[src/common/pacc_pkg.sv]
// Behaviour
// - Accumulator bits 7..0 as low byte
// - Accumulator bits 15..8 as high byte
// - Accumulator bits 19..16 in upper, rest zero
// - Increment low byte, bit 0 resets one
// - Increment bits 15..8 as high byte
// - Increment bits 19..16 in upper, rest zero
// - Accumulator adds buffered increment each tick while enabled
// - Commit on second tick, or immediately disabled
// - Toggle output, or pulse in pulse mode
// - Pulse lasts two power width-field periods
package pacc_pkg;
    // ------------------------------------------------------------
    // Widths
    // ------------------------------------------------------------
    localparam int unsigned PACC_ACC_W = 20;
    localparam int unsigned PACC_ADDR_W = 4;
    localparam int unsigned PACC_DATA_W = 8;
    localparam int unsigned PACC_SRC_N = 3;
    // ------------------------------------------------------------
    // Register offsets
    // ------------------------------------------------------------
    localparam logic [3:0] PACC_OFS_ACC_LOW = 4'h0;
    localparam logic [3:0] PACC_OFS_ACC_HIGH = 4'h1;
    localparam logic [3:0] PACC_OFS_ACC_UPPER = 4'h2;
    localparam logic [3:0] PACC_OFS_INC_LOW = 4'h3;
    localparam logic [3:0] PACC_OFS_INC_HIGH = 4'h4;
    localparam logic [3:0] PACC_OFS_INC_UPPER = 4'h5;
    localparam logic [3:0] PACC_OFS_CONTROL = 4'h6;
    localparam logic [3:0] PACC_OFS_CLOCK = 4'h7;
    localparam logic [3:0] PACC_OFS_STATUS = 4'h8;
    localparam logic [3:0] PACC_OFS_MASK = 4'h9;
    // ------------------------------------------------------------
    // Field positions
    // ------------------------------------------------------------
    localparam int unsigned PACC_CTL_EN_BIT = 7;
    localparam int unsigned PACC_CTL_OUT_BIT = 5;
    localparam int unsigned PACC_CTL_POL_BIT = 4;
    localparam int unsigned PACC_CTL_PFM_BIT = 0;
    localparam int unsigned PACC_CLK_PWS_LSB = 5;
    localparam int unsigned PACC_CLK_CKS_LSB = 0;
    // ------------------------------------------------------------
    // Reset values and counts
    // ------------------------------------------------------------
    localparam logic [19:0] PACC_ACC_RST = 20'h0_0000;
    localparam logic [19:0] PACC_INC_RST = 20'h0_0001;
    localparam logic [7:0] PACC_PULSE_ONE = 8'h01;
    localparam logic [1:0] PACC_COMMIT_TICKS = 2'h2;
    localparam logic [1:0] PACC_CKS_RESERVED = 2'h3;
    // Pulse output state
    typedef enum logic [0:0] {
        PACC_PULSE_IDLE = 1'b0,
        PACC_PULSE_ACTIVE = 1'b1
    } pacc_pulse_t;
endpackage

[src/common/pacc_tick_if.sv]
// ------------------------------------------------------------
// Oscillator clock select and edge tick
// ------------------------------------------------------------
interface pacc_tick_if;
    logic [1:0] clk_sel; // Source select from software
    logic tick; // One ref cycle per source rising edge
    modport src (input clk_sel, output tick);
    modport sink (output clk_sel, input tick);
endinterface

[src/design/pacc_top.sv]
// Local design decisions: the register offsets and the strobed register port.
module pacc_top
    import pacc_pkg::*;
(
    // Clock and reset
    input wire logic i_ref_clk,
    input wire logic i_reset_n,
    // Register port
    input wire logic [PACC_ADDR_W-1:0] i_addr,
    input wire logic [PACC_DATA_W-1:0] i_wr_data,
    input wire logic i_wr_en,
    input wire logic i_rd_en,
    output logic [PACC_DATA_W-1:0] o_rd_data,
    // Oscillator sources
    input wire logic [PACC_SRC_N-1:0] i_osc_src,
    // Oscillator output and interrupt
    output logic o_osc_out,
    output logic o_irq
);
    // ------------------------------------------------------------
    // Declarations
    // ------------------------------------------------------------
    pacc_tick_if tick_if (); // Clock select and tick carrier
    logic [19:0] acc; // Phase accumulator
    logic [19:0] inc_reg; // Software-visible increment
    logic [19:0] inc_buf; // Buffer used by the adder
    logic [19:0] next_inc; // Increment after a byte write
    logic [20:0] acc_sum; // Sum with carry
    logic [1:0] pend_cnt; // Ticks left until commit
    logic ctl_en; // Oscillator enable
    logic ctl_pol; // Output inverted when set
    logic ctl_pfm; // Pulse mode when set
    logic [2:0] pws; // Pulse width select
    logic [1:0] cks; // Clock source select
    logic status; // Sticky overflow flag
    logic mask; // Overflow interrupt enable
    logic toggle_level; // Toggle-mode level
    logic [7:0] pulse_cnt; // Remaining pulse periods
    pacc_pulse_t pulse_state; // Pulse output state
    logic tick; // Oscillator edge
    logic acc_wr; // Software writes accumulator
    logic inc_wr; // Software writes increment
    logic overflow; // Carry out of the top bit
    logic commit; // Move increment into buffer
    logic active; // Output active before polarity

    // ------------------------------------------------------------
    // Clock source selection
    // ------------------------------------------------------------
    assign tick_if.clk_sel = cks;
    assign tick = tick_if.tick;

    pacc_clk_sel u_clk_sel (
        .i_ref_clk(i_ref_clk),
        .i_reset_n(i_reset_n),
        .i_osc_src(i_osc_src),
        .tick_if(tick_if)
    );

    // ------------------------------------------------------------
    // Decode
    // ------------------------------------------------------------
    // Any accumulator byte write
    assign acc_wr = i_wr_en && (i_addr == PACC_OFS_ACC_LOW ||
        i_addr == PACC_OFS_ACC_HIGH || i_addr == PACC_OFS_ACC_UPPER);
    // Any increment byte write
    assign inc_wr = i_wr_en && (i_addr == PACC_OFS_INC_LOW ||
        i_addr == PACC_OFS_INC_HIGH || i_addr == PACC_OFS_INC_UPPER);

    // ------------------------------------------------------------
    // Adder and overflow
    // ------------------------------------------------------------
    assign acc_sum = {1'b0, acc} + {1'b0, inc_buf};
    // A software write to the accumulator suppresses that step
    assign overflow = tick && ctl_en && !acc_wr && acc_sum[20];

    // Accumulator: software write wins over a tick
    always_ff @(posedge i_ref_clk or negedge i_reset_n) begin
        if (!i_reset_n) begin
            acc <= PACC_ACC_RST;
        end else if (i_wr_en && i_addr == PACC_OFS_ACC_LOW) begin
            acc[7:0] <= i_wr_data;
        end else if (i_wr_en && i_addr == PACC_OFS_ACC_HIGH) begin
            acc[15:8] <= i_wr_data;
        end else if (i_wr_en && i_addr == PACC_OFS_ACC_UPPER) begin
            acc[19:16] <= i_wr_data[3:0];
        end else if (tick && ctl_en) begin
            acc <= acc_sum[19:0];
        end
    end

    // ------------------------------------------------------------
    // Increment registers and double buffer
    // ------------------------------------------------------------
    // Merge the written byte into the increment
    always_comb begin
        next_inc = inc_reg;
        case (i_addr)
            PACC_OFS_INC_LOW: begin
                next_inc[7:0] = i_wr_data;
            end
            PACC_OFS_INC_HIGH: begin
                next_inc[15:8] = i_wr_data;
            end
            PACC_OFS_INC_UPPER: begin
                next_inc[19:16] = i_wr_data[3:0];
            end
            default: begin
                next_inc = inc_reg;
            end
        endcase
    end

    // Visible increment, bit 0 resets to one
    always_ff @(posedge i_ref_clk or negedge i_reset_n) begin
        if (!i_reset_n) begin
            inc_reg <= PACC_INC_RST;
        end else if (inc_wr) begin
            inc_reg <= next_inc;
        end
    end

    // Commit countdown, started only by the low byte while running
    always_ff @(posedge i_ref_clk or negedge i_reset_n) begin
        if (!i_reset_n) begin
            pend_cnt <= 2'h0;
        end else if (i_wr_en && i_addr == PACC_OFS_INC_LOW && ctl_en) begin
            pend_cnt <= PACC_COMMIT_TICKS;
        end else if (!ctl_en || (tick && pend_cnt != 2'h0)) begin
            pend_cnt <= ctl_en ? pend_cnt - 2'h1 : 2'h0;
        end
    end

    // Second tick commits; disabling flushes a waiting commit
    assign commit = (tick && ctl_en && pend_cnt == 2'h1) ||
        (!ctl_en && pend_cnt != 2'h0);

    // Buffer; while enabled, high and upper writes rely on a later low write
    always_ff @(posedge i_ref_clk or negedge i_reset_n) begin
        if (!i_reset_n) begin
            inc_buf <= PACC_INC_RST;
        end else if (inc_wr && !ctl_en) begin
            inc_buf <= next_inc;
        end else if (commit) begin
            inc_buf <= inc_reg;
        end
    end

    // ------------------------------------------------------------
    // Control and clock registers
    // ------------------------------------------------------------
    always_ff @(posedge i_ref_clk or negedge i_reset_n) begin
        if (!i_reset_n) begin
            ctl_en <= 1'b0;
            ctl_pol <= 1'b0;
            ctl_pfm <= 1'b0;
        end else if (i_wr_en && i_addr == PACC_OFS_CONTROL) begin
            ctl_en <= i_wr_data[PACC_CTL_EN_BIT];
            ctl_pol <= i_wr_data[PACC_CTL_POL_BIT];
            ctl_pfm <= i_wr_data[PACC_CTL_PFM_BIT];
        end
    end

    // Pulse width and source select
    always_ff @(posedge i_ref_clk or negedge i_reset_n) begin
        if (!i_reset_n) begin
            pws <= 3'h0;
            cks <= 2'h0;
        end else if (i_wr_en && i_addr == PACC_OFS_CLOCK) begin
            pws <= i_wr_data[PACC_CLK_PWS_LSB +: 3];
            cks <= i_wr_data[PACC_CLK_CKS_LSB +: 2];
        end
    end

    // ------------------------------------------------------------
    // Output generation
    // ------------------------------------------------------------
    // Toggle mode level
    always_ff @(posedge i_ref_clk or negedge i_reset_n) begin
        if (!i_reset_n) begin
            toggle_level <= 1'b0;
        end else if (overflow && !ctl_pfm) begin
            toggle_level <= ~toggle_level;
        end
    end

    // Pulse mode: width counted in oscillator ticks
    always_ff @(posedge i_ref_clk or negedge i_reset_n) begin
        if (!i_reset_n) begin
            pulse_state <= PACC_PULSE_IDLE;
            pulse_cnt <= 8'h00;
        end else if (overflow && ctl_pfm) begin
            // Reload; overlap is undefined, restart is simplest
            pulse_state <= PACC_PULSE_ACTIVE;
            pulse_cnt <= PACC_PULSE_ONE << pws;
        end else begin
            case (pulse_state)
                PACC_PULSE_IDLE: begin
                    pulse_cnt <= 8'h00;
                end
                PACC_PULSE_ACTIVE: begin
                    // Last period ends on the Nth tick
                    if (tick && pulse_cnt == PACC_PULSE_ONE) begin
                        pulse_state <= PACC_PULSE_IDLE;
                        pulse_cnt <= 8'h00;
                    end else if (tick) begin
                        pulse_cnt <= pulse_cnt - 8'h01;
                    end
                end
                default: begin
                    pulse_state <= PACC_PULSE_IDLE;
                end
            endcase
        end
    end

    // Mode select before polarity
    assign active = ctl_pfm ? (pulse_state == PACC_PULSE_ACTIVE) : toggle_level;

    // Registered pin with polarity
    always_ff @(posedge i_ref_clk or negedge i_reset_n) begin
        if (!i_reset_n) begin
            o_osc_out <= 1'b0;
        end else begin
            o_osc_out <= active ^ ctl_pol;
        end
    end

    // ------------------------------------------------------------
    // Interrupt status, mask and line
    // ------------------------------------------------------------
    // Set wins over the clear-on-read
    always_ff @(posedge i_ref_clk or negedge i_reset_n) begin
        if (!i_reset_n) begin
            status <= 1'b0;
        end else begin
            status <= overflow ||
                (status && !(i_rd_en && i_addr == PACC_OFS_STATUS));
        end
    end

    // Mask register
    always_ff @(posedge i_ref_clk or negedge i_reset_n) begin
        if (!i_reset_n) begin
            mask <= 1'b0;
        end else if (i_wr_en && i_addr == PACC_OFS_MASK) begin
            mask <= i_wr_data[0];
        end
    end

    // Level interrupt, one cycle behind the flag
    always_ff @(posedge i_ref_clk or negedge i_reset_n) begin
        if (!i_reset_n) begin
            o_irq <= 1'b0;
        end else begin
            o_irq <= status && mask;
        end
    end

    // ------------------------------------------------------------
    // Read port: data valid only in the cycle after the strobe
    // ------------------------------------------------------------
    always_ff @(posedge i_ref_clk or negedge i_reset_n) begin
        if (!i_reset_n) begin
            o_rd_data <= 8'h00;
        end else if (i_rd_en) begin
            case (i_addr)
                PACC_OFS_ACC_LOW: o_rd_data <= acc[7:0];
                PACC_OFS_ACC_HIGH: o_rd_data <= acc[15:8];
                PACC_OFS_ACC_UPPER: o_rd_data <= {4'h0, acc[19:16]};
                PACC_OFS_INC_LOW: o_rd_data <= inc_reg[7:0];
                PACC_OFS_INC_HIGH: o_rd_data <= inc_reg[15:8];
                PACC_OFS_INC_UPPER: o_rd_data <= {4'h0, inc_reg[19:16]};
                PACC_OFS_CONTROL: begin
                    o_rd_data <= {ctl_en, 1'b0, o_osc_out, ctl_pol, 3'h0, ctl_pfm};
                end
                PACC_OFS_CLOCK: o_rd_data <= {pws, 3'h0, cks};
                PACC_OFS_STATUS: o_rd_data <= {7'h00, status};
                PACC_OFS_MASK: o_rd_data <= {7'h00, mask};
                default: o_rd_data <= 8'h00; // Unmapped reads zero
            endcase
        end else begin
            o_rd_data <= 8'h00;
        end
    end

    // ------------------------------------------------------------
    // Assertions
    // ------------------------------------------------------------
    property p_acc_low_read;
        @(posedge i_ref_clk) disable iff (!i_reset_n)
        (i_rd_en && i_addr == PACC_OFS_ACC_LOW) |=> o_rd_data == $past(acc[7:0]);
    endproperty
    a_acc_low_read: assert property (p_acc_low_read)
        else $error("accumulator low byte read mismatch");

    property p_acc_upper_zero;
        @(posedge i_ref_clk) disable iff (!i_reset_n)
        (i_rd_en && i_addr == PACC_OFS_ACC_UPPER) |=> o_rd_data[7:4] == 4'h0;
    endproperty
    a_acc_upper_zero: assert property (p_acc_upper_zero)
        else $error("accumulator upper nibble top bits not zero");

    property p_inc_low_write;
        @(posedge i_ref_clk) disable iff (!i_reset_n)
        (i_wr_en && i_addr == PACC_OFS_INC_LOW) |=> inc_reg[7:0] == $past(i_wr_data);
    endproperty
    a_inc_low_write: assert property (p_inc_low_write)
        else $error("increment low byte not stored");

    property p_inc_upper_zero;
        @(posedge i_ref_clk) disable iff (!i_reset_n)
        (i_rd_en && i_addr == PACC_OFS_INC_UPPER) |=> o_rd_data[7:4] == 4'h0;
    endproperty
    a_inc_upper_zero: assert property (p_inc_upper_zero)
        else $error("increment upper nibble top bits not zero");

    property p_acc_step;
        @(posedge i_ref_clk) disable iff (!i_reset_n)
        (tick && ctl_en && !acc_wr) |=> acc == 20'($past(acc) + $past(inc_buf));
    endproperty
    a_acc_step: assert property (p_acc_step)
        else $error("accumulator did not add the increment");

    property p_load_disabled;
        @(posedge i_ref_clk) disable iff (!i_reset_n)
        (inc_wr && !ctl_en) |=> inc_buf == inc_reg;
    endproperty
    a_load_disabled: assert property (p_load_disabled)
        else $error("increment buffer not loaded while disabled");

    property p_toggle_step;
        @(posedge i_ref_clk) disable iff (!i_reset_n)
        (overflow && !ctl_pfm) |=> toggle_level != $past(toggle_level);
    endproperty
    a_toggle_step: assert property (p_toggle_step)
        else $error("toggle mode missed an overflow");

    property p_pulse_width;
        @(posedge i_ref_clk) disable iff (!i_reset_n)
        (overflow && ctl_pfm) |=> pulse_cnt == (PACC_PULSE_ONE << $past(pws));
    endproperty
    a_pulse_width: assert property (p_pulse_width)
        else $error("pulse width load wrong");

    property p_flag_set;
        @(posedge i_ref_clk) disable iff (!i_reset_n)
        overflow |=> status ##1 o_irq == $past(mask);
    endproperty
    a_flag_set: assert property (p_flag_set)
        else $error("overflow flag or interrupt line wrong");
endmodule

[src/design/pacc_clk_sel.sv]
module pacc_clk_sel
    import pacc_pkg::*;
(
    // Clock and reset
    input wire logic i_ref_clk,
    input wire logic i_reset_n,
    // Raw oscillator sources
    input wire logic [PACC_SRC_N-1:0] i_osc_src,
    // Tick towards the core
    pacc_tick_if.src tick_if
);
    // ------------------------------------------------------------
    // Two-flop synchronisers, one per source
    // ------------------------------------------------------------
    logic [PACC_SRC_N-1:0] sync_meta; // First stage, read only by second
    logic [PACC_SRC_N-1:0] sync_lvl; // Safe levels
    logic sel_prev; // Selected level one cycle ago
    logic sel_lvl; // Selected synchronised level

    genvar g;
    generate
        for (g = 0; g < PACC_SRC_N; g++) begin : g_sync
            always_ff @(posedge i_ref_clk or negedge i_reset_n) begin
                if (!i_reset_n) begin
                    sync_meta[g] <= 1'b0;
                    sync_lvl[g] <= 1'b0;
                end else begin
                    sync_meta[g] <= i_osc_src[g];
                    sync_lvl[g] <= sync_meta[g];
                end
            end
        end
    endgenerate

    // Reserved select gives a stopped clock
    always_comb begin
        if (tick_if.clk_sel == PACC_CKS_RESERVED) begin
            sel_lvl = 1'b0;
        end else begin
            sel_lvl = sync_lvl[tick_if.clk_sel];
        end
    end

    // Rising edge detect; source must stay below half the ref rate
    always_ff @(posedge i_ref_clk or negedge i_reset_n) begin
        if (!i_reset_n) begin
            sel_prev <= 1'b0;
            tick_if.tick <= 1'b0;
        end else begin
            sel_prev <= sel_lvl;
            tick_if.tick <= sel_lvl & ~sel_prev;
        end
    end
endmodule

[config.mk]
export PLATFORM = sky130hd
export DESIGN_NAME = pacc_top
export DESIGN_NICKNAME = d
export VERILOG_FILES = /design/src/common/pacc_pkg.sv /design/src/common/pacc_tick_if.sv /design/src/design/pacc_top.sv /design/src/design/pacc_clk_sel.sv
export SDC_FILE = /design/constraint.sdc
export NUM_CORES = 1
export LEC_CHECK = 0
export ABC_AREA = 1
export BUFFER_PORTS_ARGS = -buffer_cell sky130_fd_sc_hd__clkbuf_2
export CAP_MARGIN = 20
export CORE_MARGIN = 2
export CORE_UTILIZATION = 47
export CTS_CLUSTER_DIAMETER = 30
export CTS_CLUSTER_SIZE = 14
export DETAILED_ROUTE_END_ITERATION = 8
export PLACE_DENSITY_LB_ADDON = 0.25
export SYNTH_ARGS = -nofsm -noshare
export SYNTH_HDL_FRONTEND = slang
export SYNTH_SLANG_ARGS = --single-unit
[constraint.sdc]
create_clock -name i_ref_clk -period 2.51 [get_ports i_ref_clk]
set_input_delay 0.1255 -clock i_ref_clk [delete_from_list [all_inputs] [get_ports i_ref_clk]]
set_output_delay 0.1255 -clock i_ref_clk [all_outputs]
set_load 0.02 [all_outputs]
==> flow_summary.yaml <==
worst_hold_path:
  worst_hold_path_type: "in2reg"
job:
  drv_cap: 0
setup_path:
  critical_path.max_fanout: 10
  worst_r2r_path_depth: 10
  critical_path.reg2reg.endpoint: "toggle_level"
  max_stage_delay_ns: 0.43
  crit_chain: "ha_1, fa_1, nand2_1, nor2_1, nor2_1, nand3b_1, nand3_1, buf_4, nand3_1, xor2_1"
  setup_slack_of_the_worst_register_to_register_path_ns: 0.23
  timing.critical_path.from_type: "flip-flop"
  worstSetupEndpoint: "toggle_level"
  worst-endpoint-required_ns: 2.79
  critical_path.startpoint: "acc[0]"
  cpMaxStageDelayCell: "sky130_fd_sc_hd__fa_1"
  element_type_at_the_critical_path_end: "flip-flop"
  arrival_ns: 2.56
  reg2reg_from: "acc[0]"
  crit_type: "reg2reg"
route:
  detail_route.drc_violations: 0
  routed_wl_mm: 18.1
  dr.pass1.iters: 6
  route.antenna.remaining_nets: 0
  routed_wire_length_per_instance_um: 16.6
  route.vias.total: 5858
  drt_iter0_drc: 455
  route.detailed.vias_per_inst: 5.39
die:
  die_h_um: 119
  dieWidth_um: 119
  die-area_um2: 14200
  initial_utilization: 0.475
  core_region_area_um2: 13100
  num_io_pins: 29
  std_cell_rows: 42
placement:
  buffer_ports.inserted: 28
  place_hpwl_mm: 13.7
  placedCellCount: 1066
  place.gp.congestion: 0.971
finish:
  nNetsFinal: 950
  fin_cells: 1087
  antenna_cells: 0
  fin_util: 0.526
  final_layout_size_suffix_gt1_frac: 0.0834
  area_growth_pct: 10.7
synth:
  synth-warning-count: 0
  synth.ff_latch_count: 100
  syn-num-nets: 920
  asyncSetResetFlopFracSynth: 1.00
  synth_area_um2: 6220
  ys_top_cells_by_area: "sky130_fd_sc_hd__dfrtp_1, sky130_fd_sc_hd__nand2_1, sky130_fd_sc_hd__o21ai_0"
  postSynthCellCount: 876
  synth_top_cells_by_count: "sky130_fd_sc_hd__nand2_1, sky130_fd_sc_hd__inv_1, sky130_fd_sc_hd__dfrtp_1"
  synthDominantCellAreaShare: 0.394
  yosysUniqueCellTypes: 38
  synthMostInstantiatedCell: "sky130_fd_sc_hd__nand2_1"
  ys.flop_type: "sky130_fd_sc_hd__dfrtp_1"
  synth_area_per_cell_um2: 7.10
  synth-seq-area-share: 0.403
  synth_top_area_cell: "sky130_fd_sc_hd__dfrtp_1"
  synth-edff-count: 0
clock_tree:
  cts_root_buf: "sky130_fd_sc_hd__clkbuf_16"
  tritoncts.num_buffers: 9
  cts_max_path_buffers: 2
  cts_htree_levels: 3
  cts.sink_count: 100
  clk_pin_slew_worst_paths_ns: 0.07
  cts_tree: "built"
  post_cts.repair.setup_buffers: 0
  worst_skew_pair.late_latency_ns: 0.36
timing:
  slew_at_the_pin_closest_to_its_max_slew_limit_ns: 0.711
  finalSetupTns_ns: 0
  timing.slew.headroom: 0.526
  final-max-slew-violation-count: 0
  finalSetupViolations: 0
  finalCriticalPeriod_ns: 2.28
  whs_ns: 0.113
  rsz0062_at_grt: "no"
  finalHoldViolations: 0
  crit_share_post_route: 0.908
  skew_ns: 0.00703
  max_clock_freq_mhz: 439
pwr:
  pwr_density_cell_nw_per_um2: 1230
  leakage_power_nw: 3.51
  ir_worst_vdd_uv: 620
grt:
  via_count_of_the_first_global_routing_pass: 5476
  antenna_found_initial: 0
  grt_start_max_net_pins: 52
  grt_usage: 0.267
  grt-ovfl-total: 0
  first_pass_grt_wire_length_mm: 29.1
run_status:
  outcome: "finished clean"
## layer usage
| metal | share of wire | track usage |
|---|---|---|
| met5 | 0 | 0 |
| met4 | 0.018 | 0.0685 |
| met3 | 0.076 | 0.0656 |
| met2 | 0.46 | 0.422 |
| met1 | 0.44 | 0.370 |
## what timing repair did
action                     CTS  global route
setup endpoints to repair    0             8
resized for setup            0             1
hold buffers                 5             0
hold endpoints to repair    52             0
## how the worst min path moves through the flow
stage | startpoint | endpoint | slack, ns | depth (start not counted)
floorplan | i_reset_n | acc[0] | -0.17 | 0
global placement | i_reset_n | acc[15] | 0.22 | 1
detailed placement | i_reset_n | acc[15] | 0.22 | 1
CTS | i_wr_data[2] | acc[2] | 0.10 | 3
global route | i_wr_data[2] | acc[2] | 0.12 | 3
finish | i_wr_data[2] | acc[2] | 0.11 | 3
## placed cells by master, fill, tap and decap left out, types with 8 or more instances in the layout
cell type                   synthesis  layout
sky130_fd_sc_hd__ha_1              24      24
sky130_fd_sc_hd__a21oi_1           59      59
sky130_fd_sc_hd__nand4_1           11      11
sky130_fd_sc_hd__clkbuf_2           0      27
sky130_fd_sc_hd__nor2_1            85      84
sky130_fd_sc_hd__nor3_1             8       8
sky130_fd_sc_hd__o22ai_1           16      16
sky130_fd_sc_hd__dfrtp_1           98      98
sky130_fd_sc_hd__clkbuf_16          0       9
sky130_fd_sc_hd__buf_4              4      12
sky130_fd_sc_hd__nand3_1           41      40
sky130_fd_sc_hd__inv_1            119     119
sky130_fd_sc_hd__a31oi_1            8       8
sky130_fd_sc_hd__a211oi_1           8       8
sky130_fd_sc_hd__o21ai_0           96      96
sky130_fd_sc_hd__nand2_1          227     227
sky130_fd_sc_hd__xor2_1            10      10
## worst max-delay path, delay by kind of cell (launching register included)
family | cells | cell delay (ns)
buffers and inverters | 1 | 0.21
XOR/XNOR | 1 | 0.14
flip-flops | 1 | 0.40
adder cells (fa/ha/maj) | 2 | 0.68
AND/OR/NAND/NOR | 6 | 0.76
## kinds of logic after synthesis
family	count (synthesis)	synth area share
simple gates	393	0.262
compound gates	195	0.168
buf+inv	149	0.0958
flops	100	0.403
fa+ha+maj	25	0.0515
xor+xnor	13	0.0183
mux	1	0.00181
## area by class of cell
| cell class | count | area, um^2 |
|---|---|---|
| clock inverters | 5 | 42.5 |
| multi-input cells | 627 | 3130 |
| flip-flops and latches | 100 | 2500 |
| well taps | 176 | 220 |
| fillers | 1277 | 6200 |
| inverters | 123 | 462 |
| repair buffers | 45 | 295 |
| clock buffers | 11 | 233 |
## metrics by stage
step	worst slack, ns	area, um^2	power [mW]
floorplan	0.528	6220	5.89
global placement	0.188	6550	7.00
detailed placement	0.145	6550	7.07
CTS	0.109	6880	8.43
global route	0.0590	6880	9.26
finish	0.231	6880	8.47
## where the power goes
part / internal (mW) / switching (mW) / total (mW)
combinational: 1.60 / 2.77 / 4.37
clock: 0.687 / 0.652 / 1.34
sequential: 2.21 / 0.560 / 2.77
Note: power is estimated with default switching activity, not from simulation.
